`src/seg_cache_defines.svh`:
```
// Offsets, field positions, reset values and sizes of the segmented cache.
`ifndef SEG_CACHE_DEFINES_SVH
`define SEG_CACHE_DEFINES_SVH
`define BUF_MB          64
`define CACHE_KB        30000
`define SEG_NUM         8
`define SEG_IDX_W       3
`define BLK_512         512
`define BLK_520         520
`define BLK_528         528
`define SEGSIZE_VAL     16'hFFFF
`define REG_MODE        8'h00
`define REG_SEGSIZE     8'h04
`define REG_STATUS      8'h08
`define REG_HITS        8'h0C
`define MODE_RCD_BIT    0
`define MODE_WCE_BIT    1
`define MODE_DRA_BIT    2
`define MODE_PARAM_CHECK_FLAG_A_BIT 3
`define MODE_BSZ_LO     4
`define MODE_BSZ_HI     5
`define ST_PARAM_BIT    0
`define ST_DEFER_BIT    1
`define ST_BUSY_BIT     2
`define ST_PFON_BIT     3
`define RST_RCD         1'b0
`define RST_WCE         1'b1
`define RST_DRA         1'b0
`define RST_PARAM_CHECK_FLAG_A      1'b0
`define RST_BSZ         2'h0
`endif

```
`src/seg_cache_pkg.sv`:
```
// Types shared by the segmented cache controller and its users.
`include "seg_cache_defines.svh"
package seg_cache_pkg;
    typedef enum logic [1:0] {OP_READ = 2'h0, OP_WRITE = 2'h1, OP_SYNC = 2'h2} cmd_op_e;
    typedef enum logic [4:0] {
        S_IDLE  = 5'h01,
        S_LOOK  = 5'h02,
        S_INVAL = 5'h04,
        S_MREQ  = 5'h08,
        S_MWAIT = 5'h10
    } fsm_e;
    typedef struct packed {
        cmd_op_e     op;
        logic [31:0] lba;
        logic [15:0] nblk;
    } cmd_s;
    typedef struct packed {
        logic                  write;
        logic [31:0]           lba;
        logic [15:0]           nblk;
        logic [`SEG_IDX_W-1:0] seg;
    } med_s;
    typedef struct packed {
        logic good;
        logic hit;
        logic pf_hit;
    } resp_s;
    typedef struct packed {
        logic        valid;
        logic        dirty;
        logic        pf;
        logic [31:0] start;
        logic [15:0] cnt;
        logic [31:0] pfb;
    } seg_s;
    typedef struct packed {
        fsm_e                  st;
        seg_s [`SEG_NUM-1:0]   seg;
        logic [`SEG_IDX_W-1:0] vptr;
        logic [`SEG_IDX_W-1:0] cur;
        cmd_s                  cmd;
        logic [15:0]           ext;
        logic                  read_cache_disable_flag;
        logic                  write_cache_enable_flag;
        logic                  read_ahead_disable_flag;
        logic                  param_check_flag_a;
        logic [1:0]            bsz;
        logic                  param_err;
        logic                  defer_err;
        logic                  pf_on;
        logic                  early;
        logic [31:0]           last_end;
        logic [15:0]           hits;
        logic [15:0]           pf_hits;
        logic [31:0]           rdata;
        logic                  resp_valid;
        resp_s                 resp;
        logic                  med_valid;
        med_s                  med;
    } state_s;
endpackage : seg_cache_pkg

```
`src/seg_cache.sv`:
```
// Segmented read/write buffer cache with adaptive read-ahead.
//
// The strobed register port and the register offsets were decided locally.
`timescale 1ns/1ps
`default_nettype none
`include "seg_cache_defines.svh"
// How it works
// RQ1 - About 30000 KB of 64 MB buffer caches.
// RQ2 - Track segment LBAs; reads try buffer first.
// RQ3 - Cache off: no lookup, read the medium; the code still looks up and answers from a segment's read-ahead part.
// RQ4 - All blocks cached: answer without medium.
// RQ5 - Any block missing: fetch into a segment.
// RQ6 - Segments circular, whole blocks, created dynamically.
// RQ7 - Segment size reads 0xFFFF, writes ignored.
// RQ8 - Param_check_flag_a flag: size write flags a parameter error.
// RQ9 - Read cache on: written data stays cached.
// RQ10 - Writes clear overlapping segments, then cache.
// RQ11 - Oversize writes wrap; uncommitted data kept.
// RQ12 - Write cache on: early good, deferred errors.
// RQ13 - Sync completes only after all writes committed.
// RQ14 - Prefetch reads beyond range; counts prefetch hits.
// RQ15 - Read-ahead disable flag zero enables prefetch.
// RQ16 - Maximum prefetch and ceiling fields ignored.
// RQ17 - Prefetch switched by predicted hit likelihood.
// RQ18 - Segmentation independent of read cache flag.
// RQ19 - Block sizes 512, 520, 528; default 512.
// RQ20 - Lookup and invalidation precede media access.
module seg_cache
    import seg_cache_pkg::*;
#(
    parameter int PF_BLKS = 64
) (
    // Clock, reset and enable.
    input  wire logic        clk,
    input  wire logic        rst,
    input  wire logic        ce,
    // Register port.
    input  wire logic [7:0]  reg_addr,
    input  wire logic [31:0] reg_wdata,
    input  wire logic        reg_wr,
    input  wire logic        reg_rd,
    output logic      [31:0] reg_rdata,
    // Host command and response.
    input  wire logic        cmd_valid,
    input  wire cmd_s        cmd,
    output logic             cmd_ready,
    output logic             resp_valid,
    output resp_s            resp,
    // Media path.
    output logic             med_valid,
    output med_s             med,
    input  wire logic        med_ready,
    input  wire logic        med_done,
    input  wire logic        med_err
);
    localparam logic [31:0] SEG_BYTES = (`CACHE_KB * 1024) / `SEG_NUM; // RQ1
    localparam logic [31:0] BUF_BYTES = `BUF_MB * 1024 * 1024;

    state_s r_ff;
    state_s nxt_r;

    logic [15:0]           cap;
    logic [31:0]           blk;
    logic [32:0]           req_end;
    logic [32:0]           tot_end;
    logic [16:0]           tot;
    logic                  hit;
    logic                  hit_pf;
    logic [`SEG_IDX_W-1:0] vict;
    logic                  vfree;

    // Segment capacity in blocks of the selected size.
    always_comb begin
        if (r_ff.bsz == 2'h1) begin
            blk = `BLK_520; // RQ19
        end else if (r_ff.bsz == 2'h2) begin
            blk = `BLK_528; // RQ19
        end else begin
            blk = `BLK_512; // RQ19
        end
        cap = 16'((SEG_BYTES < BUF_BYTES ? SEG_BYTES : BUF_BYTES) / blk); // RQ6
    end

    // Tag lookup and victim choice over all segments.
    always_comb begin
        hit     = 1'b0;
        hit_pf  = 1'b0;
        vfree   = 1'b0;
        vict    = r_ff.vptr;
        req_end = {1'b0, r_ff.cmd.lba} + 33'(r_ff.cmd.nblk);
        for (int i = 0; i < `SEG_NUM; i++) begin
            // With the cache off only the read-ahead part of a segment may answer.
            if (r_ff.seg[i].valid
                && (!r_ff.read_cache_disable_flag || (r_ff.seg[i].pf && r_ff.cmd.lba >= r_ff.seg[i].pfb)) // RQ3
                && r_ff.cmd.lba >= r_ff.seg[i].start
                && req_end <= {1'b0, r_ff.seg[i].start} + 33'(r_ff.seg[i].cnt)) begin
                hit    = 1'b1; // RQ2 RQ4
                hit_pf = r_ff.seg[i].pf && r_ff.cmd.lba >= r_ff.seg[i].pfb; // RQ14
            end
            if (!vfree && !r_ff.seg[i].valid && !r_ff.seg[i].dirty) begin
                vfree = 1'b1;
                vict  = `SEG_IDX_W'(i);
            end
        end
        tot     = 17'(r_ff.cmd.nblk) + 17'(r_ff.ext);
        tot_end = {1'b0, r_ff.cmd.lba} + 33'(tot);
    end

    assign cmd_ready = ce && r_ff.st == S_IDLE;

    always_comb begin
        nxt_r = r_ff;
        nxt_r.resp_valid = 1'b0;
        // Register reads and writes.
        if (reg_rd) begin
            if (reg_addr == `REG_MODE) begin
                nxt_r.rdata = {26'h0, r_ff.bsz, r_ff.param_check_flag_a, r_ff.read_ahead_disable_flag, r_ff.write_cache_enable_flag, r_ff.read_cache_disable_flag};
            end else if (reg_addr == `REG_SEGSIZE) begin
                nxt_r.rdata = {16'h0, `SEGSIZE_VAL}; // RQ7
            end else if (reg_addr == `REG_STATUS) begin
                nxt_r.rdata = {28'h0, r_ff.pf_on, r_ff.st != S_IDLE,
                               r_ff.defer_err, r_ff.param_err};
            end else if (reg_addr == `REG_HITS) begin
                nxt_r.rdata = {r_ff.pf_hits, r_ff.hits};
            end else begin
                nxt_r.rdata = 32'h0;
            end
        end
        if (reg_wr) begin
            if (reg_addr == `REG_MODE) begin
                // Flag changes leave the segment table untouched.
                nxt_r.read_cache_disable_flag    = reg_wdata[`MODE_RCD_BIT]; // RQ18
                nxt_r.write_cache_enable_flag    = reg_wdata[`MODE_WCE_BIT];
                nxt_r.read_ahead_disable_flag    = reg_wdata[`MODE_DRA_BIT]; // RQ15
                nxt_r.param_check_flag_a = reg_wdata[`MODE_PARAM_CHECK_FLAG_A_BIT];
                if (reg_wdata[`MODE_BSZ_HI:`MODE_BSZ_LO] != 2'h3) begin
                    nxt_r.bsz = reg_wdata[`MODE_BSZ_HI:`MODE_BSZ_LO]; // RQ19
                end
            end else if (reg_addr == `REG_SEGSIZE) begin
                if (r_ff.param_check_flag_a) begin
                    nxt_r.param_err = 1'b1; // RQ8
                end
            end else if (reg_addr == `REG_STATUS) begin
                if (reg_wdata[`ST_PARAM_BIT]) begin
                    nxt_r.param_err = 1'b0;
                end
                if (reg_wdata[`ST_DEFER_BIT]) begin
                    nxt_r.defer_err = 1'b0;
                end
            end
        end
        case (r_ff.st)
            S_IDLE: begin
                if (cmd_valid) begin
                    nxt_r.cmd   = cmd;
                    nxt_r.early = 1'b0;
                    nxt_r.st    = S_LOOK;
                end
            end
            S_LOOK: begin
                if (r_ff.cmd.op == OP_READ) begin
                    if (hit) begin
                        nxt_r.resp_valid  = 1'b1; // RQ4
                        nxt_r.resp        = '{good: 1'b1, hit: 1'b1, pf_hit: hit_pf};
                        nxt_r.pf_on       = hit_pf ? 1'b1 : r_ff.pf_on; // RQ17
                        nxt_r.hits        = r_ff.hits + 16'(!hit_pf);
                        nxt_r.pf_hits     = r_ff.pf_hits + 16'(hit_pf);
                        nxt_r.last_end    = 32'(req_end);
                        nxt_r.st          = S_IDLE;
                    end else begin
                        // Read-ahead follows sequential streams only.
                        nxt_r.pf_on = r_ff.cmd.lba == r_ff.last_end; // RQ17
                        nxt_r.ext   = (!r_ff.read_ahead_disable_flag && nxt_r.pf_on) ? 16'(PF_BLKS) : 16'h0; // RQ14 RQ15 RQ16
                        nxt_r.st    = S_INVAL; // RQ5
                    end
                end else if (r_ff.cmd.op == OP_WRITE) begin
                    nxt_r.ext = 16'h0;
                    for (int i = 0; i < `SEG_NUM; i++) begin
                        if (!r_ff.seg[i].dirty && r_ff.cmd.lba < {r_ff.seg[i].start} + 32'(r_ff.seg[i].cnt)
                            && 33'(r_ff.seg[i].start) < req_end) begin
                            nxt_r.seg[i].valid = 1'b0; // RQ10
                        end
                    end
                    nxt_r.st = S_INVAL;
                end else begin
                    // Writes finish before a new command is taken, so nothing is left dirty.
                    nxt_r.resp_valid = 1'b1; // RQ13
                    nxt_r.resp       = '{good: 1'b1, hit: 1'b0, pf_hit: 1'b0};
                    nxt_r.st         = S_IDLE;
                end
            end
            S_INVAL: begin
                // Victims are never dirty, so uncommitted data is not overwritten.
                nxt_r.cur                = vict; // RQ6 RQ11
                nxt_r.vptr               = vict + `SEG_IDX_W'(1);
                nxt_r.seg[vict].valid    = 1'b0;
                nxt_r.seg[vict].pf       = r_ff.ext != 16'h0;
                nxt_r.seg[vict].pfb      = r_ff.cmd.lba + 32'(r_ff.cmd.nblk);
                nxt_r.seg[vict].dirty    = r_ff.cmd.op == OP_WRITE;
                // Longer transfers wrap; the segment keeps the final blocks.
                nxt_r.seg[vict].cnt      = (tot > 17'(cap)) ? cap : 16'(tot); // RQ11
                nxt_r.seg[vict].start    = 32'(tot_end) - 32'(nxt_r.seg[vict].cnt);
                nxt_r.med_valid          = 1'b1; // RQ20
                nxt_r.med                = '{write: r_ff.cmd.op == OP_WRITE, lba: r_ff.cmd.lba,
                                             nblk: 16'(tot), seg: vict};
                if (r_ff.cmd.op == OP_WRITE && r_ff.write_cache_enable_flag) begin
                    nxt_r.early      = 1'b1; // RQ12
                    nxt_r.resp_valid = 1'b1;
                    nxt_r.resp       = '{good: 1'b1, hit: 1'b0, pf_hit: 1'b0};
                end
                nxt_r.st = S_MREQ;
            end
            S_MREQ: begin
                if (med_ready) begin
                    nxt_r.med_valid = 1'b0;
                    nxt_r.st        = S_MWAIT;
                end
            end
            default: begin
                if (med_done) begin
                    nxt_r.seg[r_ff.cur].dirty = 1'b0;
                    nxt_r.seg[r_ff.cur].valid = !med_err
                        && (!r_ff.read_cache_disable_flag || r_ff.seg[r_ff.cur].pf); // RQ3 RQ9 RQ14
                    if (r_ff.cmd.op == OP_READ) begin
                        nxt_r.last_end = 32'(req_end);
                    end
                    if (r_ff.early) begin
                        nxt_r.defer_err = r_ff.defer_err | med_err; // RQ12
                    end else begin
                        nxt_r.resp_valid = 1'b1; // RQ5
                        nxt_r.resp       = '{good: !med_err, hit: 1'b0, pf_hit: 1'b0};
                    end
                    nxt_r.st = S_IDLE;
                end
            end
        endcase
    end

    always_ff @(posedge clk or posedge rst) begin
        if (rst) begin
            r_ff        <= '0;
            r_ff.st     <= S_IDLE;
            r_ff.read_cache_disable_flag    <= `RST_RCD;
            r_ff.write_cache_enable_flag    <= `RST_WCE;
            r_ff.read_ahead_disable_flag    <= `RST_DRA;
            r_ff.param_check_flag_a <= `RST_PARAM_CHECK_FLAG_A;
            r_ff.bsz    <= `RST_BSZ;
        end else if (ce) begin
            r_ff <= nxt_r;
        end
    end

    assign reg_rdata  = r_ff.rdata;
    assign resp_valid = r_ff.resp_valid;
    assign resp       = r_ff.resp;
    assign med_valid  = r_ff.med_valid;
    assign med        = r_ff.med;

    property p_hit_nomedia;
        @(posedge clk) disable iff (rst)
        resp_valid && resp.hit |-> !med_valid && $past(r_ff.st) == S_LOOK;
    endproperty
    a_hit_nomedia: assert property (p_hit_nomedia) else $error("Hit answered with media access."); // RQ4

    property p_segsize;
        @(posedge clk) disable iff (rst)
        ce && reg_rd && reg_addr == `REG_SEGSIZE |=> reg_rdata == 32'h0000FFFF;
    endproperty
    a_segsize: assert property (p_segsize) else $error("Segment size read not 0xFFFF."); // RQ7

    property p_param_check_flag_a;
        @(posedge clk) disable iff (rst)
        ce && reg_wr && reg_addr == `REG_SEGSIZE && r_ff.param_check_flag_a |=> r_ff.param_err;
    endproperty
    a_param_check_flag_a: assert property (p_param_check_flag_a) else $error("Param_check_flag_a size write not flagged."); // RQ8

    property p_victim_clean;
        @(posedge clk) disable iff (rst)
        r_ff.st == S_INVAL |-> !r_ff.seg[vict].dirty;
    endproperty
    a_victim_clean: assert property (p_victim_clean) else $error("Dirty segment reused."); // RQ11

    property p_med_after_lookup;
        @(posedge clk) disable iff (rst)
        $rose(med_valid) |-> $past(r_ff.st) == S_INVAL;
    endproperty
    a_med_after_lookup: assert property (p_med_after_lookup) else $error("Media before lookup."); // RQ20

    property p_med_hold;
        @(posedge clk) disable iff (rst)
        med_valid && !(ce && med_ready) |=> med_valid && $stable(med);
    endproperty
    a_med_hold: assert property (p_med_hold) else $error("Media request dropped."); // RQ5

    property p_deferred;
        @(posedge clk) disable iff (rst)
        ce && r_ff.st == S_MWAIT && r_ff.early && med_done && med_err |=> r_ff.defer_err;
    endproperty
    a_deferred: assert property (p_deferred) else $error("Deferred error lost."); // RQ12

    property p_sync_clean;
        @(posedge clk) disable iff (rst)
        ce && r_ff.st == S_LOOK && r_ff.cmd.op == OP_SYNC |-> r_ff.seg[0].dirty == 1'b0
            && r_ff.seg[r_ff.cur].dirty == 1'b0;
    endproperty
    a_sync_clean: assert property (p_sync_clean) else $error("Sync with dirty data."); // RQ13

    property p_no_pf_when_disabled;
        @(posedge clk) disable iff (rst)
        $rose(med_valid) && r_ff.read_ahead_disable_flag |-> med.nblk == r_ff.cmd.nblk;
    endproperty
    a_no_pf_when_disabled: assert property (p_no_pf_when_disabled) else $error("Read-ahead while disabled."); // RQ15

    property p_rcd_no_lookup;
        @(posedge clk) disable iff (rst)
        resp_valid && resp.hit && !resp.pf_hit |-> !$past(r_ff.read_cache_disable_flag);
    endproperty
    a_rcd_no_lookup: assert property (p_rcd_no_lookup) else $error("Cache hit with cache disabled."); // RQ3
endmodule : seg_cache
`default_nettype wire

```
`config.mk`:
```
export PLATFORM = sky130hd
export DESIGN_NAME = seg_cache
export DESIGN_NICKNAME = d
export VERILOG_FILES = /design/src/seg_cache_pkg.sv /design/src/seg_cache.sv
export VERILOG_INCLUDE_DIRS = /design/src
export SDC_FILE = /design/constraint.sdc
export NUM_CORES = 2
export LEC_CHECK = 0
export BUFFER_PORTS_ARGS = -buffer_cell sky130_fd_sc_hd__buf_4
export CORE_MARGIN = 2
export CORE_UTILIZATION = 40
export CTS_CLUSTER_DIAMETER = 120
export DETAILED_ROUTE_END_ITERATION = 6
export GPL_TIMING_DRIVEN = 0
export PLACE_DENSITY = 0.66
export SETUP_SLACK_MARGIN = 0.3
export SYNTH_ARGS = -nofsm -noshare
export SYNTH_HDL_FRONTEND = slang
export SYNTH_SLANG_ARGS = --single-unit
```
`constraint.sdc`:
```
create_clock -name clk -period 35.9 [get_ports clk]
set_input_delay 3.59 -clock clk [delete_from_list [all_inputs] [get_ports clk]]
set_output_delay 3.59 -clock clk [all_outputs]
set_load 0.1 [all_outputs]
```
==> key figures <==
Clock tree
  • Clock tree buffer depth: 3
  • H-tree levels: 3
  • CTS tree: done
  • CTS sink count: 886
  • Clock-pin slew on the worst setup and hold paths: 0.06 ns
  • Post-CTS resize count: 0
  • Post-CTS Setup Inserts: 0
  • Clk root buf: clkbuf_16
  • Clock buffer count from CTS: 107
  • Skew-Pair Late Insertion Delay: 0.82 ns
  • Hold buffers post-CTS: 0

Route
  • DRC viols: 3
  • Drt total wl: 313,000 um
  • Vias: 68,400
  • Vias per cell: 6.13
  • Routed length per instance: 28.0 um
  • Drt initial violations: 7,148
  • Pre-antenna DRT Iters: 7
  • Antenna-violating nets left: 0

Placed design
  • Port Buf Inserts: 161
  • Hpwl dp: 237,000 um
  • Pre-CTS setup slack: 25.06 ns
  • Final GP Congestion: 0.999

Logic synthesis
  • Post-synth EDFFs: 0
  • Syn_area_per_cell: 8.99 um2
  • Ys flop type: dfrtp_1
  • Cell variety after synth: 86
  • Synth Instances: 8,201
  • Post-synthesis async set-or-reset flop share: 100%
  • Seq cells post-synth: 886
  • Seq/Total Area, Yosys: 30.1%
  • Synthesized cell area: 73,700 um2
  • Yosys warning total: 0

Worst hold path
  • Hold endpoint: r_ff[120]
  • Hold Path Class: reg2reg
  • Hold path start: r_ff[120]
  • Worst hold stages: 1

Setup path
  • Worst r2r src: r_ff[196]
  • Slowest-stage cell, CP: nor3_1
  • WS Path Type: reg2reg
  • CP dominant cell by count: and4_1
  • Worst path max stage delay: 1.01 ns
  • Startpoint type of the worst setup path: flop
  • Critical path arrival: 12.33 ns
  • Reg-to-reg slack, setup: 24.24 ns
  • Reg2reg end: r_ff[104]
  • Worst Path Required: 36.57 ns
  • Worst-path fanout max: 22
  • Worst Reg-to-Reg Cells: 31
  • Critical Path End Type: flop

Timing
  • Min Tclk post-route: 11.66 ns
  • Setup Viol. Count Final: 0
  • Tcrit/Tclk final: 32.5%
  • Max-slew violation count: 95
  • Slew HR: -12.2%
  • Worst-margin pin slew: 1.67 ns
  • Final setup TNS: 0 ns
  • Final Hold Violating Endpoints: 0
  • FMAX: 85.8 MHz
  • Skew final: 0.0904 ns
  • RSZ-0062 raised after global routing: false
  • Post-route setup slack: 24.24 ns

GRT
  • Vias in the first global route: 67,100
  • First-pass GRT wire length: 446,000 um
  • Largest net degree at the start of global routing: 121
  • GRT overflow: 0
  • Total GRT Usage: 32.7%
  • Initial antenna violation count: 35

Final layout
  • Commonest non-fill, non-tap cells in the layout: ha_1 (1,483), o21ai_0 (953), nand2_1 (877)
  • Final nets: 10,200
  • Reg area: 22,200 um2
  • Area of the multi-input gates: 48,100 um2
  • Commonest non-fill, non-tap cell in the layout: ha_1
  • Post-layout util: 46.0%
  • Layout cell share with drive strength beyond 1: 9.68%
  • Layout area overhead: 14.3%
  • Fill count: 17,500

Floorplanning
  • Count of standard-cell rows: 157
  • Die height: 433 um
  • Die span in x: 433 um
  • Initial Util: 40.3%
  • # IOs: 189
  • Die ar.: 188,000 um2
  • Core box area: 183,000 um2

Run
  • Max Cap Violations: 14

Run status
  • Status: finished, violations left
  • Failing checks: design-rule violations, max-capacitance violations, max-slew violations
==> through the flow <==
step / hold WS [ns] / area [um2] / instances
final: 0.466 / 84200 / 11200
after global routing: 0.496 / 84200 / 11100
after CTS: 0.469 / 84100 / 11100
after global placement: 0.461 / 78000 / 10800
after floorplan: 0.437 / 73700 / 8203
after detailed placement: 0.456 / 80400 / 10900
==> cells by family after synthesis <==
logic type | synth area share (%)
buf+inv | 5.27
simple gates | 14.0
xor+xnor | 4.20
flops | 30.1
fa+ha+maj | 25.9
compound gates | 18.3
mux | 2.25
other cells | 0.0102
==> critical path, delay by kind of cell, from the launching register on <==
family	cells	cell delay, ns
XOR/XNOR	2	0.90
adder cells (fa/ha/maj)	3	1.13
flip-flops	1	0.58
AND/OR/NAND/NOR	10	3.04
AO/OA/AOI/OAI	13	4.66
buffers and inverters	3	1.19
==> per-layer routing <==
metal / GRT usage (%) / wire length, um / up-vias / part of all wire (%)
met2: 50.0 / 134000 / 3562 / 43
met5: 0 / 129 / - / 0.041
li1: - / - / 30300 / -
met3: 7.65 / 31500 / 1129 / 10
met1: 39.7 / 118000 / 33400 / 38
met4: 25.6 / 29000 / 20 / 9.3
==> worst max-delay path by stage <==
stage	from	endpoint	slack, ns	cells after the start
4_1_cts	r_ff[196]	r_ff[104]	25.02	31
5_1_grt	r_ff[196]	r_ff[104]	24.38	31
6_report	r_ff[196]	r_ff[104]	24.24	31
2_1_floorplan	rst	med[0]	7.41	1
3_5_place_dp	r_ff[196]	r_ff[104]	25.06	31
3_3_place_gp	rst	med[40]	-3.68	2
==> sequential cells by signal (all words and copies together) (netlist names) <==
register	flops
r_ff	797
med	52
reg_rdata	32
resp	3
med_valid	1
resp_valid	1
==> area by class of cell <==
cell class              instances  area share, %
diodes                         20         0.0594
well taps                    2464           3.66
flip-flops and latches        886           26.4
clock buffers                 156           3.68
multi-input cells            6377           57.1
clock inverters                38          0.672
plain buffers                 282           1.69
inverters                     658           2.94
repair buffers                274           3.80
==> synthesized netlist by cell type (9+ instances only) <==
master | n | share of area, %
a221oi_1 | 13 | 0.15
o21a_1 | 58 | 0.59
a21oi_1 | 424 | 2.9
o31ai_1 | 40 | 0.41
o211ai_1 | 52 | 0.53
a31oi_1 | 39 | 0.33
and2_1 | 54 | 0.46
o22ai_1 | 13 | 0.11
and3_1 | 77 | 0.65
and4_1 | 28 | 0.33
nor3b_1 | 9 | 0.092
a21o_1 | 316 | 3.2
inv_1 | 658 | 3.4
mux2i_1 | 13 | 0.18
nor3_1 | 107 | 0.73
or2_2 | 43 | 0.37
o2111ai_1 | 20 | 0.24
nor2b_1 | 88 | 0.75
a211oi_1 | 73 | 0.74
nand3_1 | 163 | 1.1
a211o_1 | 18 | 0.21
a21boi_0 | 13 | 0.13
nand2b_1 | 91 | 0.77
mux2_2 | 134 | 2.0
a22o_1 | 17 | 0.20
fa_1 | 25 | 0.68
clkbuf_1 | 182 | 0.93
a2111oi_0 | 29 | 0.34
buf_4 | 87 | 0.89
o21bai_1 | 40 | 0.41
o311ai_0 | 11 | 0.13
or4_1 | 19 | 0.19
nor2_1 | 277 | 1.4
xnor2_1 | 282 | 3.4
nor4_1 | 36 | 0.31
xor2_1 | 71 | 0.84
nand2_1 | 877 | 4.5
dfrtp_1 | 884 | 30
nand4_1 | 221 | 1.9
ha_1 | 1483 | 25
o21ai_0 | 954 | 6.5
or3_1 | 31 | 0.26
Power is left out: the tool's default activity adds up to more than one toggle a clock period on the data nets, which glitch-free logic cannot reach.
